<file path="config.mk">
export PLATFORM = sky130hd
export DESIGN_NAME = fas_top
export DESIGN_NICKNAME = d
export VERILOG_FILES = /design/src/rtl/fas_pkg.sv /design/src/rtl/fas_top.sv
export VERILOG_INCLUDE_DIRS = /design/src /design/src/rtl
export SDC_FILE = /design/constraint.sdc
export NUM_CORES = 1
export LEC_CHECK = 0
export BUFFER_PORTS_ARGS = -buffer_cell sky130_fd_sc_hd__buf_2
export CAP_MARGIN = 20
export CORE_MARGIN = 1.5
export CORE_UTILIZATION = 57
export CTS_BUF_LIST = sky130_fd_sc_hd__clkbuf_4
export DETAILED_ROUTE_END_ITERATION = 12
export PLACE_DENSITY = 0.77
export SLEW_MARGIN = 10
export SYNTH_ARGS = -nofsm -noshare
export SYNTH_HDL_FRONTEND = slang
export SYNTH_SLANG_ARGS = --single-unit
</file>
<file path="constraint.sdc">
create_clock -name clk -period 2.3 [get_ports clk]
set_input_delay 0.345 -clock clk [delete_from_list [all_inputs] [get_ports clk]]
set_output_delay 0.345 -clock clk [all_outputs]
set_load 0.01 [all_outputs]
</file>
<file path="src/rtl/fas_defs.svh">
// Constants of the fault alert supervisor: register offsets, field positions,
// reset values and timing counts. Assumes a 50 MHz system clock.
`ifndef FAS_DEFS_SVH
`define FAS_DEFS_SVH

`define FAS_CLK_MHZ        50
// Qualification times, each in its own unit
`define FAS_T_FILT_NS      2000
`define FAS_T_BRK_STD_US   20
`define FAS_T_BRK_LONG_US  420
`define FAS_T_DEB_MS       100
`define FAS_T_COOL_S       5
`define FAS_T_POR_US       60
`define FAS_ADC_PER_SEC    10
// Derived cycle counts: least times round up
`define FAS_FILT_CYC       ((`FAS_T_FILT_NS * `FAS_CLK_MHZ + 999) / 1000)
`define FAS_BRK_STD_CYC    (`FAS_T_BRK_STD_US * `FAS_CLK_MHZ)
`define FAS_BRK_LONG_CYC   (`FAS_T_BRK_LONG_US * `FAS_CLK_MHZ)
`define FAS_DEB_CYC        (`FAS_T_DEB_MS * `FAS_CLK_MHZ * 1000)
`define FAS_COOL_CYC       (`FAS_T_COOL_S * `FAS_CLK_MHZ * 1000000)
`define FAS_POR_CYC        (`FAS_T_POR_US * `FAS_CLK_MHZ)
`define FAS_ADC_SLOT_CYC   (`FAS_CLK_MHZ * 1000000 / (`FAS_ADC_PER_SEC * 3))
// Sense code for 1.6 mV at 151 uV per step, rounded up
`define FAS_SHORT_CODE     8'h0B

// Register byte offsets
`define FAS_REG_CONTROL    8'h00
`define FAS_REG_ALERT_EN   8'h04
`define FAS_REG_STATUS     8'h08
`define FAS_REG_FAULT      8'h0C
`define FAS_REG_ADC_SENSE  8'h10
`define FAS_REG_ADC_SOURCE 8'h14
`define FAS_REG_ADC_AUX    8'h18

// Control fields
`define FAS_C_OV_RETRY     0
`define FAS_C_UV_RETRY     1
`define FAS_C_OC_RETRY     2
`define FAS_C_SWITCH_ON    3
`define FAS_C_GPO_LEVEL    4
`define FAS_C_CONV_TEST    5
`define FAS_C_PIN_LO       6
`define FAS_C_PIN_HI       7
`define FAS_CONTROL_RST    8'h03
`define FAS_ALERT_EN_RST   6'h00

// Fault and status bit positions
`define FAS_B_OV           0
`define FAS_B_UV           1
`define FAS_B_OC           2
`define FAS_B_PB           3
`define FAS_B_CARD         4
`define FAS_B_SHORT        5
// Insertion clears every flag but the card change flag
`define FAS_INSERT_CLR     6'h2F

`endif

</file>
<file path="src/rtl/fas_pkg.sv">
// Types of the fault alert supervisor.
// Assumes fas_defs.svh carries all numeric constants.
package fas_pkg;

    typedef enum logic {
        FAS_OC_IDLE,
        FAS_OC_COOL
    } fas_oc_state_t;

    typedef enum logic [1:0] {
        FAS_PIN_OPEN_GOOD,
        FAS_PIN_LOW_GOOD,
        FAS_PIN_OUTPUT,
        FAS_PIN_INPUT
    } fas_pin_mode_t;

endpackage : fas_pkg

</file>
<file path="src/rtl/fas_top.sv">
// Fault alert supervisor: qualifies supply faults, drives the pass switch,
// keeps status and sticky faults, raises alert, stores converter results.
// Assumes comparator levels arrive asynchronously; converter and bus logic share clk.
`include "fas_defs.svh"
`timescale 1ns/1ps
`default_nettype none

module fas_top #(
    parameter logic [27:0] BRK_CYC      = 28'(`FAS_BRK_STD_CYC),
    parameter logic [27:0] DEB_CYC      = 28'(`FAS_DEB_CYC),
    parameter logic [27:0] COOL_CYC     = 28'(`FAS_COOL_CYC),
    parameter logic [27:0] ADC_SLOT_CYC = 28'(`FAS_ADC_SLOT_CYC)
) (
    input  wire logic       clk,
    input  wire logic       rst_n,
    input  wire logic [7:0] wb_adr_i,
    input  wire logic [7:0] wb_dat_i,
    input  wire logic [3:0] wb_sel_i,
    input  wire logic       wb_we_i,
    input  wire logic       wb_cyc_i,
    input  wire logic       wb_stb_i,
    output logic      [7:0] wb_dat_o,
    output logic            wb_ack_o,
    input  wire logic       supply_ok,
    input  wire logic       breaker_over,
    input  wire logic       upper_supply_limit_input,
    input  wire logic       main_supply_high,
    input  wire logic       lower_supply_limit_input,
    input  wire logic       lower_reset_low,
    input  wire logic       output_feedback,
    input  wire logic       gate_source_ok,
    input  wire logic       card_detect_n,
    input  wire logic       switch_request,
    input  wire logic       timer_low,
    input  wire logic       timer_strapped,
    input  wire logic       gpio_i,
    output logic            gpio_o,
    output logic            gpio_oe,
    output logic            gate_on,
    output logic            alert_n,
    input  wire logic [6:0] dev_addr,
    input  wire logic       ara_req,
    input  wire logic       ara_other_valid,
    input  wire logic [6:0] ara_other_addr,
    input  wire logic       host_addressed,
    output logic            ara_resp,
    output logic      [6:0] ara_addr,
    output logic            adc_start,
    output logic      [1:0] adc_chan,
    input  wire logic       adc_done,
    input  wire logic [7:0] adc_result,
    input  wire logic       aux_analog_input
);
    localparam logic [27:0] FILT_CYC = 28'(`FAS_FILT_CYC);
    localparam logic [27:0] POR_CYC  = 28'(`FAS_POR_CYC);
    localparam int          NSYNC    = 13;

    function automatic logic [27:0] fas_cnt(input logic [27:0] c, input logic run, input logic [27:0] lim);
        if (!run) begin
            return 28'h0000000;
        end
        if (c >= lim) begin
            return c;
        end
        return c + 28'h0000001;
    endfunction : fas_cnt

    // Two-stage synchronisers for the 13 supply, breaker, card, request, timer and gpio pin levels
    logic [NSYNC-1:0] sync1_r;
    logic [NSYNC-1:0] sync2_r;
    always_ff @(posedge clk or negedge rst_n) begin
        if (!rst_n) begin
            sync1_r <= '0;
            sync2_r <= 13'h0100;
        end else begin
            sync1_r <= {gpio_i, timer_strapped, timer_low, switch_request, card_detect_n, gate_source_ok,
                        output_feedback, lower_reset_low, lower_supply_limit_input,
                        main_supply_high, upper_supply_limit_input, breaker_over, supply_ok};
            sync2_r <= sync1_r;
        end
    end
    wire s_sup    = sync2_r[0];
    wire s_brk    = sync2_r[1];
    wire s_ov     = sync2_r[2] | sync2_r[3];
    wire s_uv     = sync2_r[4];
    wire s_uvrst  = sync2_r[5];
    wire s_fb     = sync2_r[6];
    wire s_gs     = sync2_r[7];
    wire s_card_n = sync2_r[8];
    wire s_swreq  = sync2_r[9];
    wire s_tlow   = sync2_r[10];
    wire s_tstrap = sync2_r[11];
    wire s_gpio   = sync2_r[12];

    // State
    logic [27:0] por_cnt_r, ov_f_r, uv_f_r, uvr_f_r, pb_f_r, brk_f_r;
    logic [27:0] ov_clr_r, uv_ok_r, card_deb_r, cool_r, slot_r;
    logic [27:0] por_cnt_nxt, ov_f_nxt, uv_f_nxt, uvr_f_nxt, pb_f_nxt, brk_f_nxt;
    logic [27:0] ov_clr_nxt, uv_ok_nxt, card_deb_nxt, cool_nxt, slot_nxt;
    fas_pkg::fas_oc_state_t oc_st_r, oc_st_nxt;
    logic [7:0]  ctrl_r, ctrl_nxt;
    logic [5:0]  alert_en_r, alert_en_nxt;
    logic [5:0]  now_r, now_nxt;
    logic [5:0]  flags_r, flags_nxt;
    logic [5:0]  pend_r, pend_nxt;
    logic [7:0]  adc_reg_r [3];
    logic [7:0]  adc_reg_nxt [3];
    logic        card_prev_r, card_prev_nxt;
    logic        deb_done_r, deb_done_nxt;
    logic        swreq_prev_r, swreq_prev_nxt;
    logic        gate_nxt, alert_n_nxt, ara_resp_nxt, adc_start_nxt, gpio_oe_nxt;
    logic [1:0]  adc_chan_nxt;
    logic [7:0]  wb_dat_nxt;
    logic        wb_ack_nxt;

    logic        por_act, por_end, wr_hit, ov_q, uv_q, pb_q, brk_q, cool_done, win;
    logic [5:0]  set_v, clr_v;
    logic        hold;
    logic [7:0]  rd;

    always_comb begin
        ctrl_nxt       = ctrl_r;
        alert_en_nxt   = alert_en_r;
        now_nxt        = now_r;
        oc_st_nxt      = oc_st_r;
        adc_reg_nxt    = adc_reg_r;
        card_prev_nxt  = s_card_n;
        swreq_prev_nxt = s_swreq;
        deb_done_nxt   = deb_done_r;
        set_v          = 6'h00;
        clr_v          = 6'h00;
        adc_chan_nxt   = adc_chan;
        // Power-on reset pulse follows the internal supply crossing its lockout level
        por_act     = !s_sup || (por_cnt_r < POR_CYC);
        por_end     = s_sup && (por_cnt_r == POR_CYC - 28'h0000001);
        por_cnt_nxt = fas_cnt(por_cnt_r, s_sup, POR_CYC);
        // Qualification filters restart when their condition lapses
        ov_f_nxt  = fas_cnt(ov_f_r, s_ov, FILT_CYC);
        uv_f_nxt  = fas_cnt(uv_f_r, !s_uv, FILT_CYC);
        uvr_f_nxt = fas_cnt(uvr_f_r, s_uvrst, FILT_CYC);
        pb_f_nxt  = fas_cnt(pb_f_r, !s_fb && gate_on && s_gs, FILT_CYC);
        brk_f_nxt = fas_cnt(brk_f_r, s_brk && gate_on, BRK_CYC);
        ov_q  = ov_f_r >= FILT_CYC;
        uv_q  = uv_f_r >= FILT_CYC;
        pb_q  = pb_f_r >= FILT_CYC;
        brk_q = brk_f_r >= BRK_CYC;
        ov_clr_nxt   = fas_cnt(ov_clr_r, now_r[`FAS_B_OV] && !s_ov, DEB_CYC);
        uv_ok_nxt    = fas_cnt(uv_ok_r, now_r[`FAS_B_UV] && s_uv, DEB_CYC);
        card_deb_nxt = fas_cnt(card_deb_r, !s_card_n && !deb_done_r && !por_act, DEB_CYC);
        cool_nxt     = fas_cnt(cool_r, oc_st_r == fas_pkg::FAS_OC_COOL && s_tstrap, COOL_CYC);
        cool_done    = s_tstrap ? (cool_r >= COOL_CYC) : s_tlow;

        // Overvoltage and undervoltage present bits
        if (ov_q) begin
            now_nxt[`FAS_B_OV] = 1'b1;
        end else if (ov_clr_r >= DEB_CYC) begin
            now_nxt[`FAS_B_OV] = 1'b0;
        end
        if (uv_q) begin
            now_nxt[`FAS_B_UV] = 1'b1;
        end else if (uv_ok_r >= DEB_CYC) begin
            now_nxt[`FAS_B_UV] = 1'b0;
        end
        // Overcurrent trip and cool-down
        unique case (oc_st_r)
            fas_pkg::FAS_OC_IDLE: begin
                if (brk_q) begin
                    now_nxt[`FAS_B_OC] = 1'b1;
                    oc_st_nxt          = fas_pkg::FAS_OC_COOL;
                end
            end
            fas_pkg::FAS_OC_COOL: begin
                if (cool_done) begin
                    now_nxt[`FAS_B_OC] = 1'b0;
                    oc_st_nxt          = fas_pkg::FAS_OC_IDLE;
                end
            end
        endcase
        // Power bad present clears as soon as feedback recovers
        if (s_fb) begin
            now_nxt[`FAS_B_PB] = 1'b0;
        end else if (pb_q) begin
            now_nxt[`FAS_B_PB] = 1'b1;
        end
        // Switch short is judged on each sense result taken with the drive off
        if (adc_done && !ctrl_r[`FAS_C_CONV_TEST] && adc_chan == 2'h0) begin
            now_nxt[`FAS_B_SHORT] = !gate_on && (adc_result >= `FAS_SHORT_CODE);
        end
        // Card detect edges
        if (!por_act && (s_card_n != card_prev_r)) begin
            set_v[`FAS_B_CARD]   = 1'b1;
            now_nxt[`FAS_B_CARD] = !s_card_n;
            deb_done_nxt         = 1'b0;
            if (!s_card_n) begin
                clr_v = `FAS_INSERT_CLR;
            end
        end
        if (card_deb_r >= DEB_CYC) begin
            ctrl_nxt[`FAS_C_SWITCH_ON] = s_swreq;
            deb_done_nxt               = 1'b1;
        end else if (deb_done_r && (s_swreq != swreq_prev_r)) begin
            ctrl_nxt[`FAS_C_SWITCH_ON] = s_swreq;
        end

        // Register writes: one byte lane holds all data
        wr_hit = wb_cyc_i && wb_stb_i && wb_we_i && !wb_ack_o && wb_sel_i[0];
        if (wr_hit) begin
            unique case (wb_adr_i)
                `FAS_REG_CONTROL:    ctrl_nxt = wb_dat_i;
                `FAS_REG_ALERT_EN:   alert_en_nxt = wb_dat_i[5:0];
                `FAS_REG_FAULT:      clr_v = clr_v | ~wb_dat_i[5:0];
                `FAS_REG_ADC_SENSE:  if (ctrl_r[`FAS_C_CONV_TEST]) adc_reg_nxt[0] = wb_dat_i;
                `FAS_REG_ADC_SOURCE: if (ctrl_r[`FAS_C_CONV_TEST]) adc_reg_nxt[1] = wb_dat_i;
                `FAS_REG_ADC_AUX:    if (ctrl_r[`FAS_C_CONV_TEST]) adc_reg_nxt[2] = wb_dat_i;
                default: ;
            endcase
        end
        if ((ctrl_r[`FAS_C_SWITCH_ON] && !ctrl_nxt[`FAS_C_SWITCH_ON]) || (uvr_f_r >= FILT_CYC)) begin
            clr_v = 6'h3F;
        end
        // Converter sequencing, halted in test mode
        slot_nxt      = fas_cnt(slot_r, !ctrl_r[`FAS_C_CONV_TEST] && !(slot_r >= ADC_SLOT_CYC), ADC_SLOT_CYC);
        adc_start_nxt = !ctrl_r[`FAS_C_CONV_TEST] && (slot_r >= ADC_SLOT_CYC);
        if (adc_done && !ctrl_r[`FAS_C_CONV_TEST]) begin
            adc_reg_nxt[adc_chan] = adc_result;
            adc_chan_nxt          = (adc_chan == 2'h2) ? 2'h0 : adc_chan + 2'h1;
        end
        // Fault flags: set wins over clear, present conditions cannot be cleared
        set_v[`FAS_B_OV]    = ov_q && !now_r[`FAS_B_OV];
        set_v[`FAS_B_UV]    = (uv_q && !now_r[`FAS_B_UV]) || (por_end && !s_uv);
        set_v[`FAS_B_OC]    = brk_q && oc_st_r == fas_pkg::FAS_OC_IDLE;
        set_v[`FAS_B_PB]    = pb_q && !s_fb && !now_r[`FAS_B_PB];
        set_v[`FAS_B_SHORT] = now_nxt[`FAS_B_SHORT] && !now_r[`FAS_B_SHORT];
        if (por_act && !por_end) begin
            flags_nxt = 6'h00;
        end else begin
            flags_nxt = (flags_r & ~(clr_v & ~now_r)) | set_v;
        end
        if (por_act) begin
            ctrl_nxt     = `FAS_CONTROL_RST;
            alert_en_nxt = `FAS_ALERT_EN_RST;
            now_nxt      = 6'h00;
            oc_st_nxt    = fas_pkg::FAS_OC_IDLE;
            deb_done_nxt = 1'b0;
        end
        if (por_end) begin
            now_nxt[`FAS_B_CARD] = !s_card_n;
        end
        // Switch drive
        hold = (ctrl_r[`FAS_C_OV_RETRY] ? now_nxt[`FAS_B_OV] : (now_nxt[`FAS_B_OV] | flags_nxt[`FAS_B_OV]))
            || (ctrl_r[`FAS_C_UV_RETRY] ? now_nxt[`FAS_B_UV] : (now_nxt[`FAS_B_UV] | flags_nxt[`FAS_B_UV]))
            || (ctrl_r[`FAS_C_OC_RETRY] ? now_nxt[`FAS_B_OC] : (now_nxt[`FAS_B_OC] | flags_nxt[`FAS_B_OC]));
        gate_nxt = !por_act && ctrl_nxt[`FAS_C_SWITCH_ON] && now_nxt[`FAS_B_CARD] && !hold && !brk_q;
        // Alert: only newly set, enabled flags arm it
        win          = ara_req && !alert_n && (!ara_other_valid || dev_addr < ara_other_addr);
        ara_resp_nxt = win;
        pend_nxt     = pend_r & flags_nxt & alert_en_nxt;
        if (win || host_addressed) begin
            pend_nxt = 6'h00;
        end
        pend_nxt    = pend_nxt | (flags_nxt & ~flags_r & alert_en_nxt);
        alert_n_nxt = !(|pend_nxt);

        // Pin function
        unique case (fas_pkg::fas_pin_mode_t'({ctrl_r[`FAS_C_PIN_HI], ctrl_r[`FAS_C_PIN_LO]}))
            fas_pkg::FAS_PIN_OPEN_GOOD: gpio_oe_nxt = !s_fb || !gate_on || now_nxt[`FAS_B_PB];
            fas_pkg::FAS_PIN_LOW_GOOD:  gpio_oe_nxt = s_fb && gate_on && !now_nxt[`FAS_B_PB];
            fas_pkg::FAS_PIN_OUTPUT:    gpio_oe_nxt = !ctrl_r[`FAS_C_GPO_LEVEL];
            fas_pkg::FAS_PIN_INPUT:     gpio_oe_nxt = 1'b0;
        endcase

        // Bus read data and acknowledge
        unique case (wb_adr_i)
            `FAS_REG_CONTROL:    rd = ctrl_r;
            `FAS_REG_ALERT_EN:   rd = {2'h0, alert_en_r};
            `FAS_REG_STATUS:     rd = {gate_on, s_gpio, now_r};
            `FAS_REG_FAULT:      rd = {2'h0, flags_r};
            `FAS_REG_ADC_SENSE:  rd = adc_reg_r[0];
            `FAS_REG_ADC_SOURCE: rd = adc_reg_r[1];
            `FAS_REG_ADC_AUX:    rd = adc_reg_r[2];
            default:             rd = 8'h00;
        endcase
        wb_ack_nxt = wb_cyc_i && wb_stb_i && !wb_ack_o;
        wb_dat_nxt = (wb_ack_nxt && !wb_we_i) ? rd : 8'h00;
    end

    always_ff @(posedge clk or negedge rst_n) begin
        if (!rst_n) begin
            por_cnt_r    <= '0;
            ov_f_r       <= '0;
            uv_f_r       <= '0;
            uvr_f_r      <= '0;
            pb_f_r       <= '0;
            brk_f_r      <= '0;
            ov_clr_r     <= '0;
            uv_ok_r      <= '0;
            card_deb_r   <= '0;
            cool_r       <= '0;
            slot_r       <= '0;
            oc_st_r      <= fas_pkg::FAS_OC_IDLE;
            ctrl_r       <= `FAS_CONTROL_RST;
            alert_en_r   <= `FAS_ALERT_EN_RST;
            now_r        <= '0;
            flags_r      <= '0;
            pend_r       <= '0;
            adc_reg_r    <= '{default: 8'h00};
            card_prev_r  <= 1'b1;
            swreq_prev_r <= 1'b0;
            deb_done_r   <= 1'b0;
            gate_on      <= 1'b0;
            alert_n      <= 1'b1;
            ara_resp     <= 1'b0;
            ara_addr     <= 7'h00;
            adc_start    <= 1'b0;
            adc_chan     <= 2'h0;
            gpio_oe      <= 1'b0;
            gpio_o       <= 1'b0;
            wb_ack_o     <= 1'b0;
            wb_dat_o     <= 8'h00;
        end else begin
            por_cnt_r    <= por_cnt_nxt;
            ov_f_r       <= ov_f_nxt;
            uv_f_r       <= uv_f_nxt;
            uvr_f_r      <= uvr_f_nxt;
            pb_f_r       <= pb_f_nxt;
            brk_f_r      <= brk_f_nxt;
            ov_clr_r     <= ov_clr_nxt;
            uv_ok_r      <= uv_ok_nxt;
            card_deb_r   <= card_deb_nxt;
            cool_r       <= cool_nxt;
            slot_r       <= slot_nxt;
            oc_st_r      <= oc_st_nxt;
            ctrl_r       <= ctrl_nxt;
            alert_en_r   <= alert_en_nxt;
            now_r        <= now_nxt;
            flags_r      <= flags_nxt;
            pend_r       <= pend_nxt;
            adc_reg_r    <= adc_reg_nxt;
            card_prev_r  <= card_prev_nxt;
            swreq_prev_r <= swreq_prev_nxt;
            deb_done_r   <= deb_done_nxt;
            gate_on      <= gate_nxt;
            alert_n      <= alert_n_nxt;
            ara_resp     <= ara_resp_nxt;
            ara_addr     <= ara_resp_nxt ? dev_addr : 7'h00;
            adc_start    <= adc_start_nxt;
            adc_chan     <= adc_chan_nxt;
            gpio_oe      <= gpio_oe_nxt;
            gpio_o       <= 1'b0;
            wb_ack_o     <= wb_ack_nxt;
            wb_dat_o     <= wb_dat_nxt;
        end
    end
endmodule : fas_top

`default_nettype wire

</file>
# Yosys cells after proc, flatten, opt, wreduce, memory -nomap -nowiden
# Cells that the tools add are included.
# classes
addsub	12
n_lt_le_gt_ge	16
eq_ne	24
mux	122
bitwise	19
reduce_logical	82
# ops
operator	n
$mux 28	44
$add 28x1->28 const B	11
$ge 28x7->1 const B	4
$mux 8	11
$ge 28x23->1 const B	3
$mux 6	11
$pmux 8 s7	1
$mux 24	2
$mux 1	46
$logic_and 1x1->1	40
$and 6x6->6	6
$ne 3x3->1 const B	11
$eq 28x12->1 const B	1
$ge 28x10->1 const B	1
$ge 28x12->1 const B	1
$ge 28x21->1 const B	1
$ge 28x28->1 const B	1
$lt 28x12->1 const B	1
$logic_not 1->1	25
$bwmux 24	1
$eq 8x5->1 const B	3
$not 6->6	4
$or 6x6->6	3
$demux 8 s2	1
24 further kinds	42
# totals
reg_bits	417
input_bits	65
output_inout_bits	24
wordCells	310

# Logic depth before layout (Yosys ltp)
# Gate-level depths: netlist of the first run.
# logic_depth
word_depth	22
ltp_mapped	11
depth_no_buf	10

# Least setup slack after synthesis of the first run
# OpenSTA, ideal clock, no wires.
# synth_timing
path_kind	reg2reg
startpoint	register por_cnt_r[17]
endpoint	register gate_on
setup_time_ns	0.095
arrival_ns	2.276
t_required_ns	2.205
slack_ns	-0.071
path_stages_with_launch	9
n_path_buf	0
period_less_slack_ns	2.371
cell_sequence	dfrtp_1 nor4_2 nand4_2 or4_4 a21oi_2 o21ai_1 or2_0 a2111oi_2 nor4b_2
# synth_via
elab_chain_cells	21
elab_cells_between_ends	37
cone_classes	1 x order compare; 1 x eq/ne; 12 x mux; 8 x bitwise; 15 x reduce/logical
# synth_rtl
item	line	text
start, declared	fas_top.sv:96	logic [27:0] por_cnt_r, ov_f_r, uv_f_r, uvr_f_r, pb_f_r, brk_f_r;
start signal, assigned	fas_top.sv:321	por_cnt_r <= por_cnt_nxt;
$lt 28x12->1	fas_top.sv:134	por_act = !s_sup || (por_cnt_r < POR_CYC);
$logic_or 1x1->1	fas_top.sv:134	
$logic_not 1->1	fas_top.sv:190, fas_top.sv:253	
$logic_and 1x1->1	fas_top.sv:190	if (!por_act && (s_card_n != card_prev_r)) begin
$mux 6	fas_top.sv:190	
$or 6x6->6	fas_top.sv:211	`FAS_REG_FAULT: clr_v = clr_v | ~wb_dat_i[5:0];
$mux 6	fas_top.sv:208	unique case (wb_adr_i)
$mux 6	fas_top.sv:207	if (wr_hit) begin
[4 not listed]	n/a	
$or 6x6->6	fas_top.sv:237	flags_nxt = (flags_r & ~(clr_v & ~now_r)) | set_v;
$mux 6	fas_top.sv:234	if (por_act && !por_end) begin
$or 1x1->1 (on tied branches)	fas_top.sv:250, fas_top.sv:251	
$mux 1 (on tied branches)	fas_top.sv:250, fas_top.sv:251	
$logic_or 1x1->1 (2 in a row)	fas_top.sv:250	hold = (ctrl_r[`FAS_C_OV_RETRY] ? now_nxt[`FAS_B_OV] : (now_nxt[`FAS_B_OV] | flags_nxt[`FAS_B_OV]))
$logic_not 1->1	fas_top.sv:253	gate_nxt = !por_act && ctrl_nxt[`FAS_C_SWITCH_ON] && now_nxt[`FAS_B_CARD] && !hold && !brk_q;
$logic_and 1x1->1 (*) (2 in a row)	fas_top.sv:253	
via gate_nxt	fas_top.sv:111	logic gate_nxt, alert_n_nxt, ara_resp_nxt, adc_start_nxt, gpio_oe_nxt;
end signal, assigned	fas_top.sv:342	gate_on <= gate_nxt;
end, declared	fas_top.sv:39	output logic gate_on,
# The timed path passes the listed nets; every way through them passes the cells marked *.
# A chain may end at the register's enable or synchronous reset.

# Worst setup path in the final report of the first run
# layout_timing
startpoint	register por_cnt_r[19]
endpoint	register gate_on
# Same word-level chain as after synthesis.

==> run metrics, run 1 <==
outcome finished with violations; failing checks negative setup slack; H-Tree Depth 3; layout cells sized above 1 22.4%; largest buffer count on any clock path 3; mapped cell area roughly 18000 sq um; largest net degree at the start of global routing between 70 and 80; Worst slew margin about two fifths; Syn Area/Cell approximately 11 sq um; Pwr per Cell Area between 600 and 700 nW/um^2; Post-Synthesis Cells 1685; Max FO, Critical Path 4; R2R setup slack -0.31 ns; die height between 150 and 200 microns; design area ~22000 sq um; Die ar. roughly 33000 sq um; CP arrival about 3.3 ns; final max-slew violation count 0; I/O Pins 89; wire length per cell 16.0 microns; vias in the first global route ~14000; Post-Place Cell Area roughly 20000 sq um; Inst Count DP between 2000 and 2500; register area share after synthesis 57.6%; clock sink count approximately 420; clk_lat worst skew 0.79 ns; fin crit period roughly 2.6 ns; cells along the critical path nor4_4, nand4_2, or4_4, a21oi_4, o21ai_2, or2_4, a2111oi_4, nor4b_4; num rows 65; Post-Route WL about 40 mm; max incr delay on CP a little over 0.6 ns; routed vias ~14000; Hold Crit Class in -> async; Worst Setup Start Kind flop; Main synth FF type dfrtp_1; RSZ-0062 raised after global routing yes; die extent in x around 180 microns; Synth Register Bits around 420; Worst Setup End Kind flop; max_cap viols 0; global-route wire length before repair 66.2 mm; Ys Warns 0; CORE AREA 31400 sq um; worst setup margin -0.307 ns; post-synth cell types 80; hpwl dp approximately 26 mm; CTS buffer count roughly 110; actual slew at the worst max-slew pin 0.916 ns; TritonRoute pass-1 iters 5; final setup fails 4; CTS root buf clkbuf_4; P_leak roughly 10 nW; CP Class reg -> reg; Layout area overhead 22.1%; Post-synth ARST share 100%; Max rail drop VDD 0.000482 V; clk slew on worst S/H paths roughly 0.07 ns; commonest non-fill, non-tap cell in the layout dfrtp_1; worst path required time 3.01 ns; DRC 0; Post-synth EDFFs 0; Tot GR Track Use around a quarter; Final nets about 2100; Fmax achieved roughly 380 MHz; Initial Utilization 57.7%; most frequent cells in the layout dfrtp_1 (411), nor2_1 (201), clkbuf_4 (149), buf_4 (135), nand2_1 (124); initial antenna violation count 4; Final Cycle Share 113%; vias per cell roughly 5.5; TritonCTS clock tree yes; total gr overflow 0; non-filler instance count after layout between 2000 and 3000; CP max-delay cell or4_4; DRT iter0 DRCs between 800 and 900; final hold violations 0; remaining antenna violation count 0; PortBufs 83; GP Congestion 0.894; clock skew 0.0458 ns
[state kept, by name, indices dropped and copies added, names as in the netlist, 13 cells and up]
name and count:
slot_r 28, ov_clr_r 28, uv_ok_r 28, cool_r 28
por_cnt_r 28, uv_f_r 28, ov_f_r 28, pb_f_r 28
uvr_f_r 28, brk_f_r 28, sync1_r 13, adc_reg_r 24
card_deb_r 28, sync2_r 13
[routing by layer]
| metal | global-route usage, % | routed length [microns] |
|---|---|---|
| met5 | 0 | 0 |
| met3 | 5.83 | 1910 |
| met1 | 33.0 | 17700 |
| met2 | 38.9 | 19100 |
| met4 | 10.3 | 1280 |
[cell type report]
cell class,instances,area [sq um]
antenna,5,12.5
tap,402,503
multi-input combinational,1174,7610
fill,2193,9290
inverter,42,158
sequential,417,10400
timing repair buffer,272,2050
clock buffer,149,1120
clock inverter,39,220
[what timing repair did]
item / 4_1_cts / 5_1_grt
setup buffers: 1 / 13
hold buffers: 41 / 0
pin swaps: 2 / 32
gates resized for setup: 6 / 68
hold endpoints to repair: 430 / 0
setup endpoints to repair: 6 / 84
[synthesized netlist by cell type (all sizes together), types with 42 or more instances]
| library cell | count | area [sq um] |
|---|---|---|
| dfrtp | 412 | 10300 |
| nor2 | 206 | 778 |
| nand2 | 124 | 465 |
| xor2 | 90 | 788 |
| and2 | 83 | 519 |
| nand3 | 65 | 325 |
| o21ai | 63 | 315 |
| and3 | 56 | 350 |
| nor2b | 56 | 350 |
| nor3 | 53 | 265 |
| clkbuf | 52 | 195 |
| xnor2 | 50 | 438 |
| inv | 42 | 158 |
[stage by stage]
| stage | worst slack [ns] | power, mW | hold slack, ns | utilization (%) | TNS, ns |
|---|---|---|---|---|---|
| finish | -0.307 | 15.0 | 0.125 | 70.4 | -0.491 |
| CTS | -0.159 | 15.1 | 0.0673 | 69.2 | -0.236 |
| floorplan | -0.0156 | 8.36 | 0.0494 | - | -0.0156 |
| global placement | -0.222 | 8.79 | 0.332 | 63.5 | -0.712 |
| global route | -0.427 | 15.8 | 0.0695 | 70.4 | -1.42 |
| detailed placement | -0.295 | 8.84 | 0.335 | 63.5 | -0.999 |
[path summary, 6_finish.rpt]
check / depth (start not counted) / from / endpoint
worst max-delay path: 8 / por_cnt_r[19] / gate_on
worst min-delay path: 2 / rst_n / slot_r[2]
worst max register to register: 8 / por_cnt_r[19] / gate_on
worst min register to register: 0 / sync1_r[7] / sync2_r[7]
max in group asynchronous: 3 / rst_n / cool_r[24]
min in group clk: 4 / wb_adr_i[5] / wb_dat_o[1]
[report_power, final]
| group | total (mW) | leakage, nW | internal (mW) | switching [mW] |
|---|---|---|---|---|
| sequential | 7.82 | 5.67 | 7.62 | 0.207 |
| clock | 6.20 | 0.779 | 3.21 | 2.98 |
| combinational | 0.970 | 3.83 | 0.408 | 0.562 |
| total | 15.0 | 10.3 | 11.2 | 3.75 |
[cell families (layout without fill, tap and decap cells)]
logic type / after synthesis / in the layout / share of synthesized area, %
adder cells (fa/ha/maj): 28 / 28 / 1.93
XOR/XNOR: 140 / 140 / 6.77
AND/OR/NAND/NOR: 775 / 775 / 22.3
buffers and inverters: 101 / 502 / 2.13
multiplexers: 47 / 47 / 2.96
other: 1 / 13 / 0.0207
flip-flops: 417 / 417 / 57.6
AO/OA/AOI/OAI: 176 / 176 / 6.25
[worst max-delay path, delay by kind of cell (launching register included)]
family,cells,cell delay [ns]
AO/OA/AOI/OAI,3,0.53
flip-flops,1,0.40
AND/OR/NAND/NOR,5,1.60
Note: power is estimated with default switching activity, not from simulation.
==> inputs of run 2 (changes only) <==
--- a/config.mk
+++ b/config.mk
@@ -13,6 +13,7 @@
 export CTS_BUF_LIST = sky130_fd_sc_hd__clkbuf_4
 export DETAILED_ROUTE_END_ITERATION = 12
 export PLACE_DENSITY = 0.77
+export SKIP_LAST_GASP = 1
 export SLEW_MARGIN = 10
 export SYNTH_ARGS = -nofsm -noshare
 export SYNTH_HDL_FRONTEND = slang
==> run 2 against run 1 <==
Effect of this change:
- the run still ends with negative setup slack left
- setup slack got worse by 0.0017 ns
- cell area barely moved
- hold slack got worse by 0.00072 ns
- routed wire length barely moved
- sequential share of layout area barely moved
- largest cell class unchanged
- final cell count did not move
- sequential power barely moved
==> run metrics, run 2 (synthesis gave the netlist of run 1 again) <==
H-Tree Depth 3 (unchanged); R2R setup slack -0.31 ns (about the same); clk_lat worst skew 0.79 ns (about the same); CTS root buf clkbuf_4; Worst Setup Start Kind flop; Initial Utilization 57.7% (unchanged); Post-Route WL 39.9 mm (about the same); final hold violations 0 (unchanged); layout cells sized above 1 22.3% (-0.048 points); GP Congestion 0.894 (unchanged); Worst Setup End Kind flop; Clk network pwr share 41.3% (about the same); Reg power frac 52.2% (about the same); DRC 0 (unchanged); Hold Crit Class in -> async; P_leak 10.3 nW (about the same); CORE AREA 31400 sq um (unchanged); largest net degree at the start of global routing 74 (unchanged); failing checks negative setup slack; wire length per cell 16.0 microns (about the same); commonest non-fill, non-tap cell in the layout dfrtp_1; DRT iter0 DRCs 854 (+1.3%); hpwl dp 26.0 mm (unchanged); FF/Latch Area 10400 sq um (unchanged); most frequent cells in the layout dfrtp_1 (411), nor2_1 (201), clkbuf_4 (149), buf_4 (136), nand2_1 (124); Final Cycle Share 113% (about the same); Net Switching 3.75 mW (about the same); Fmax achieved 383 MHz (about the same); final-layout fill cell count 2197 (+0.18%); Max FO, Critical Path 4 (unchanged); CTS buffer count 105 (unchanged); outcome finished with violations; CP arrival 3.31 ns (about the same); I/O Pins 89 (unchanged); max incr delay on CP 0.61 ns (about the same); global-route wire length before repair 66.2 mm (unchanged); remaining antenna violation count 0 (unchanged); initial antenna violation count 4 (unchanged); final max-slew violation count 0 (unchanged); clk slew on worst S/H paths 0.07 ns (about the same); final setup fails 4 (unchanged); Final nets 2105 (unchanged); max_cap viols 0 (unchanged); PortBufs 83 (unchanged); Tot GR Track Use 24.7% (unchanged); largest buffer count on any clock path 3 (unchanged); TritonCTS clock tree yes; Comb power frac 6.5% (about the same); routed vias 13700 (-0.015%); clock sink count 417 (unchanged); die height 181 microns (unchanged); CP Class reg -> reg; TritonRoute pass-1 iters 5 (unchanged); actual slew at the worst max-slew pin 0.918 ns (+0.00207 ns); CP max-delay cell or4_4; vias per cell 5.48 (about the same); cells along the critical path nor4_4, nand4_2, or4_4, a21oi_4, o21ai_2, or2_4, a2111oi_4, nor4b_4; worst path required time 3.01 ns (about the same); total gr overflow 0 (unchanged); Die ar. 32900 sq um (unchanged); internal power 11.2 mW (unchanged); clock skew 0.0463 ns (+0.000495 ns); Layout area overhead 22.0% (about the same); Max rail drop VDD 0.000482 V (about the same); Hold WS 0.124 ns (-0.000718 ns); Worst slew margin 38.6% (-0.14 points); die extent in x 181 microns (unchanged); switch share 25.0% (about the same); fin crit period 2.61 ns (+0.00165 ns); num rows 65 (unchanged); RSZ-0062 raised after global routing yes; multi-input logic area 7600 sq um (about the same); Pwr per Cell Area 678 nW/um^2 (about the same); final total power 15.0 mW (about the same); worst setup margin -0.309 ns (-0.00165 ns); vias in the first global route 13800 (unchanged)
==> run 2: worst max-delay path, delay by kind of cell, from the launching register on <==
family,cells,cell delay (ns)
AO/OA/AOI/OAI,3,0.53
flip-flops,1,0.40
AND/OR/NAND/NOR,5,1.60
==> run 2: final timing paths <==
kind	from	end	cells past startpoint
hold / removal	rst_n	alert_en_r[1]	2
min in group clk	wb_adr_i[5]	wb_dat_o[1]	4
hold reg to reg	sync1_r[7]	sync2_r[7]	0
setup / recovery	por_cnt_r[19]	gate_on	8
setup reg to reg	por_cnt_r[19]	gate_on	8
max in group asynchronous	rst_n	cool_r[24]	3
==> run 2: area by class of cell <==
type                            instances  share of cell area [%]
Sequential cell                       417                    47.3
Multi-Input combinational cell       1174                    34.4
Timing Repair Buffer                  272                    9.25
Clock buffer                          149                    5.06
Tap cell                              402                    2.28
Clock inverter                         39                   0.996
Inverter                               42                   0.713
Antenna cell                            5                  0.0566
==> run 2: layer usage <==
layer	track usage (%)	share of wire [%]	wire, microns
met1	33.0	44	17700
met2	38.9	48	19100
met3	5.83	4.8	1920
met4	10.3	3.2	1280
met5	0	0	0
==> run 2: power by group through the flow <==
stage          clock (mW)  sequential (mW)  combinational, mW
3_3_place_gp            0             7.93              0.856
4_1_cts              6.37             7.81              0.957
6_report             6.20             7.82              0.970
3_5_place_dp            0             7.95              0.897
5_1_grt              6.81             7.85               1.09
2_1_floorplan           0             7.89              0.472
==> run 2: through the flow <==
step / setup TNS [ns] / utilization (%) / cells / setup WS, ns / area [sq um]
3_5_place_dp: -0.999 / 63.5 / 2253 / -0.295 / 19900
6_report: -0.487 / 70.4 / 2500 / -0.309 / 22100
5_1_grt: -1.53 / 70.4 / 2499 / -0.434 / 22100
3_3_place_gp: -0.712 / 63.5 / 2253 / -0.222 / 19900
2_1_floorplan: -0.0156 / - / 1692 / -0.0156 / 18100
4_1_cts: -0.236 / 69.2 / 2483 / -0.159 / 21700
==> run 2: timing repair <==
item,CTS,global route
resized for setup,6,66
pin swaps,2,32
hold endpoints to repair,430,0
setup buffers,1,13
endpoints found under the setup margin,6,84
hold buffers,41,0
==> inputs of run 3 (changes only) <==
--- a/config.mk
+++ b/config.mk
@@ -9,10 +9,11 @@
 export BUFFER_PORTS_ARGS = -buffer_cell sky130_fd_sc_hd__buf_2
 export CAP_MARGIN = 20
 export CORE_MARGIN = 1.5
-export CORE_UTILIZATION = 57
+export CORE_UTILIZATION = 55
 export CTS_BUF_LIST = sky130_fd_sc_hd__clkbuf_4
 export DETAILED_ROUTE_END_ITERATION = 12
-export PLACE_DENSITY = 0.77
+export PLACE_DENSITY = 0.75
+export RECOVER_POWER = 50
 export SKIP_LAST_GASP = 1
 export SLEW_MARGIN = 10
 export SYNTH_ARGS = -nofsm -noshare
==> run 3 against run 2 <==
Effect of this change:
- the flow still finishes with violations (negative setup slack)
- critical path depth stayed put
- global-route usage decreased by 0.37 points
- routed wire length increased by 0.20%
- clock skew up 0.047 ns
- total power rose by 4.8%
- flip-flop and latch count did not move
- sequential share of layout area decreased by 0.28 points
- first-iteration DRC count shrank 3.3%
- non-clock buffer count decreased by 6
==> run metrics, run 3 (synthesis gave the netlist of run 1 again) <==
Hold WS 0.123 ns (-0.00109 ns); Clk network pwr share 44.2% (+2.9 points); die height 184 microns (+1.8%); DRT iter0 DRCs 826 (-3.3%); CTS buffer count 105 (unchanged); internal power 11.9 mW (+6.1%); most frequent cells in the layout dfrtp_1 (412), nor2_1 (197), clkbuf_4 (159), buf_4 (128), nand2_1 (124); PortBufs 83 (unchanged); wire length per cell 15.8 microns (-1.2%); Initial Utilization 55.8% (-1.9 points); actual slew at the worst max-slew pin 1.30 ns (+0.386 ns); fin crit period 2.44 ns (-0.166 ns); Post-Place Cell Area 20000 sq um (+0.21%); global-route wire length before repair 66.3 mm (+0.13%); FF/Latch Area 10400 sq um (about the same); Tot GR Track Use 24.3% (-0.37 points); non-filler instance count after layout 2535 (+1.4%); Layout area overhead 22.7%; clk_lat worst skew 0.82 ns (+0.03 ns); Hold Crit Class in -> reg; Comb power frac 6.0% (-0.5 points); Hold Path Origin wb_adr_i[0]; switch share 24.1% (-0.92 points); design area 22200 sq um (+0.59%); worst setup path start por_cnt_r[12]; CORE AREA 32500 sq um (+3.4%); Reg power frac 49.8% (-2.4 points); vias per cell 5.34 (-2.4%); Worst Setup End Kind flop; Pwr per Cell Area 707 nW/um^2 (+4.2%); final hold violations 0 (unchanged); I/O Pins 89 (unchanged); Worst slew margin 13.0% (-26 points); clock skew 0.0930 ns (+0.0467 ns); clk slew on worst S/H paths 0.07 ns (about the same); Final Cycle Share 106% (-7.2 points); final total power 15.7 mW (+4.8%); worst setup margin -0.143 ns (+0.166 ns); largest buffer count on any clock path 3 (unchanged); DRC 0 (unchanged); CP arrival 3.11 ns (-0.20 ns); failing checks negative setup slack; final max-slew violation count 0 (unchanged); Net Switching 3.79 mW (+0.99%); TritonRoute pass-1 iters 5 (unchanged); num rows 66 (+1.5%); largest net degree at the start of global routing 83 (+12%); RR Startpoint por_cnt_r[12]; multi-input logic area 7600 sq um (about the same); routed vias 13500 (-1.0%); outcome finished with violations; Fmax achieved 409 MHz (+6.8%); Worst Setup Start Kind flop; H-Tree Depth 3 (unchanged); Post-Route WL 40.0 mm (+0.20%); Max FO, Critical Path 3 (-1); final-layout fill cell count 2398 (+9.1%); initial antenna violation count 1 (-3); RSZ-0062 raised after global routing yes; CP Class reg -> reg; Final nets 2099 (-0.29%); remaining antenna violation count 0 (unchanged); commonest non-fill, non-tap cell in the layout dfrtp_1; Die ar. 34000 sq um (+3.6%); clock sink count 417 (unchanged); die extent in x 184 microns (+1.8%); vias in the first global route 13900 (+0.79%); final setup fails 3 (-1); P_leak 10.3 nW (+0.57%); Max rail drop VDD 0.000392 V (-19%); worst path required time 2.97 ns (-0.04 ns); layout cells sized above 1 22.6% (+0.26 points); TritonCTS clock tree yes; Inst Count DP 2292 (+1.7%); GP Congestion 0.882 (-1.4%); hpwl dp 26.2 mm (+0.92%); total gr overflow 0 (unchanged); max_cap viols 0 (unchanged); CTS root buf clkbuf_4
==> run 3: what timing repair did <==
action / in CTS / in global routing
buffers inserted: 2 / 8
hold endpoints to repair: 477 / 0
pin swaps: 5 / 24
resized for setup: 11 / 59
endpoints found under the setup margin: 12 / 71
hold buffers: 40 / 0
==> run 3: per-layer routing <==
layer	vias up	track usage [%]	wire [microns]	part of all wire, %
li1	6464	-	-	-
met1	6669	31.7	17700	44
met2	309	38.9	19200	48
met3	106	5.49	1910	4.8
met4	0	10.8	1190	3.0
met5	-	0	0	0
==> run 3: final timing paths <==
kind / depth (start not counted) / slack, ns / end
max: 8 / -0.14 / gate_on
min: 4 / 0.12 / wb_dat_o[5]
max reg2reg: 8 / -0.14 / gate_on
min reg2reg: 0 / 0.35 / sync2_r[3]
max in group asynchronous: 3 / 0.41 / cool_r[17]
min in group asynchronous: 2 / 0.39 / ara_addr[3]
==> run 3: cell type report <==
class | count | share of cell area [%]
sequential | 417 | 47.0
tap | 442 | 2.49
antenna | 2 | 0.0225
clock inverter | 34 | 1.44
timing repair buffer | 266 | 8.85
inverter | 42 | 0.709
clock buffer | 158 | 5.34
multi-input combinational | 1174 | 34.2
==> run 3: worst max-delay path, stage by stage, from the launching register on <==
cell       delay (ns)
dfrtp_1          0.41
nor4_4           0.35
nand4_4          0.18
or4_4            0.47
a21oi_2          0.13
o21ai_1          0.09
or2_0            0.24
a2111oi_2        0.22
nor4b_2          0.25
==> run 3: metrics by stage <==
| stage | utilization, % | TNS, ns | setup slack, ns |
|---|---|---|---|
| after CTS | 67.6 | -0.238 | -0.170 |
| after floorplan | - | -0.0156 | -0.0156 |
| final | 68.5 | -0.330 | -0.143 |
| after global placement | 61.5 | -0.572 | -0.195 |
| after detailed placement | 61.5 | -1.00 | -0.278 |
| after global routing | 68.5 | -1.46 | -0.305 |
==> run 3: power groups by stage <==
stage               clock, mW  sequential [mW]  combinational (mW)
floorplan                   0             7.89               0.472
global placement            0             7.93               0.854
detailed placement          0             7.94               0.897
CTS                      7.10             7.81               0.957
global route             7.52             7.85                1.08
finish                   6.95             7.82               0.945
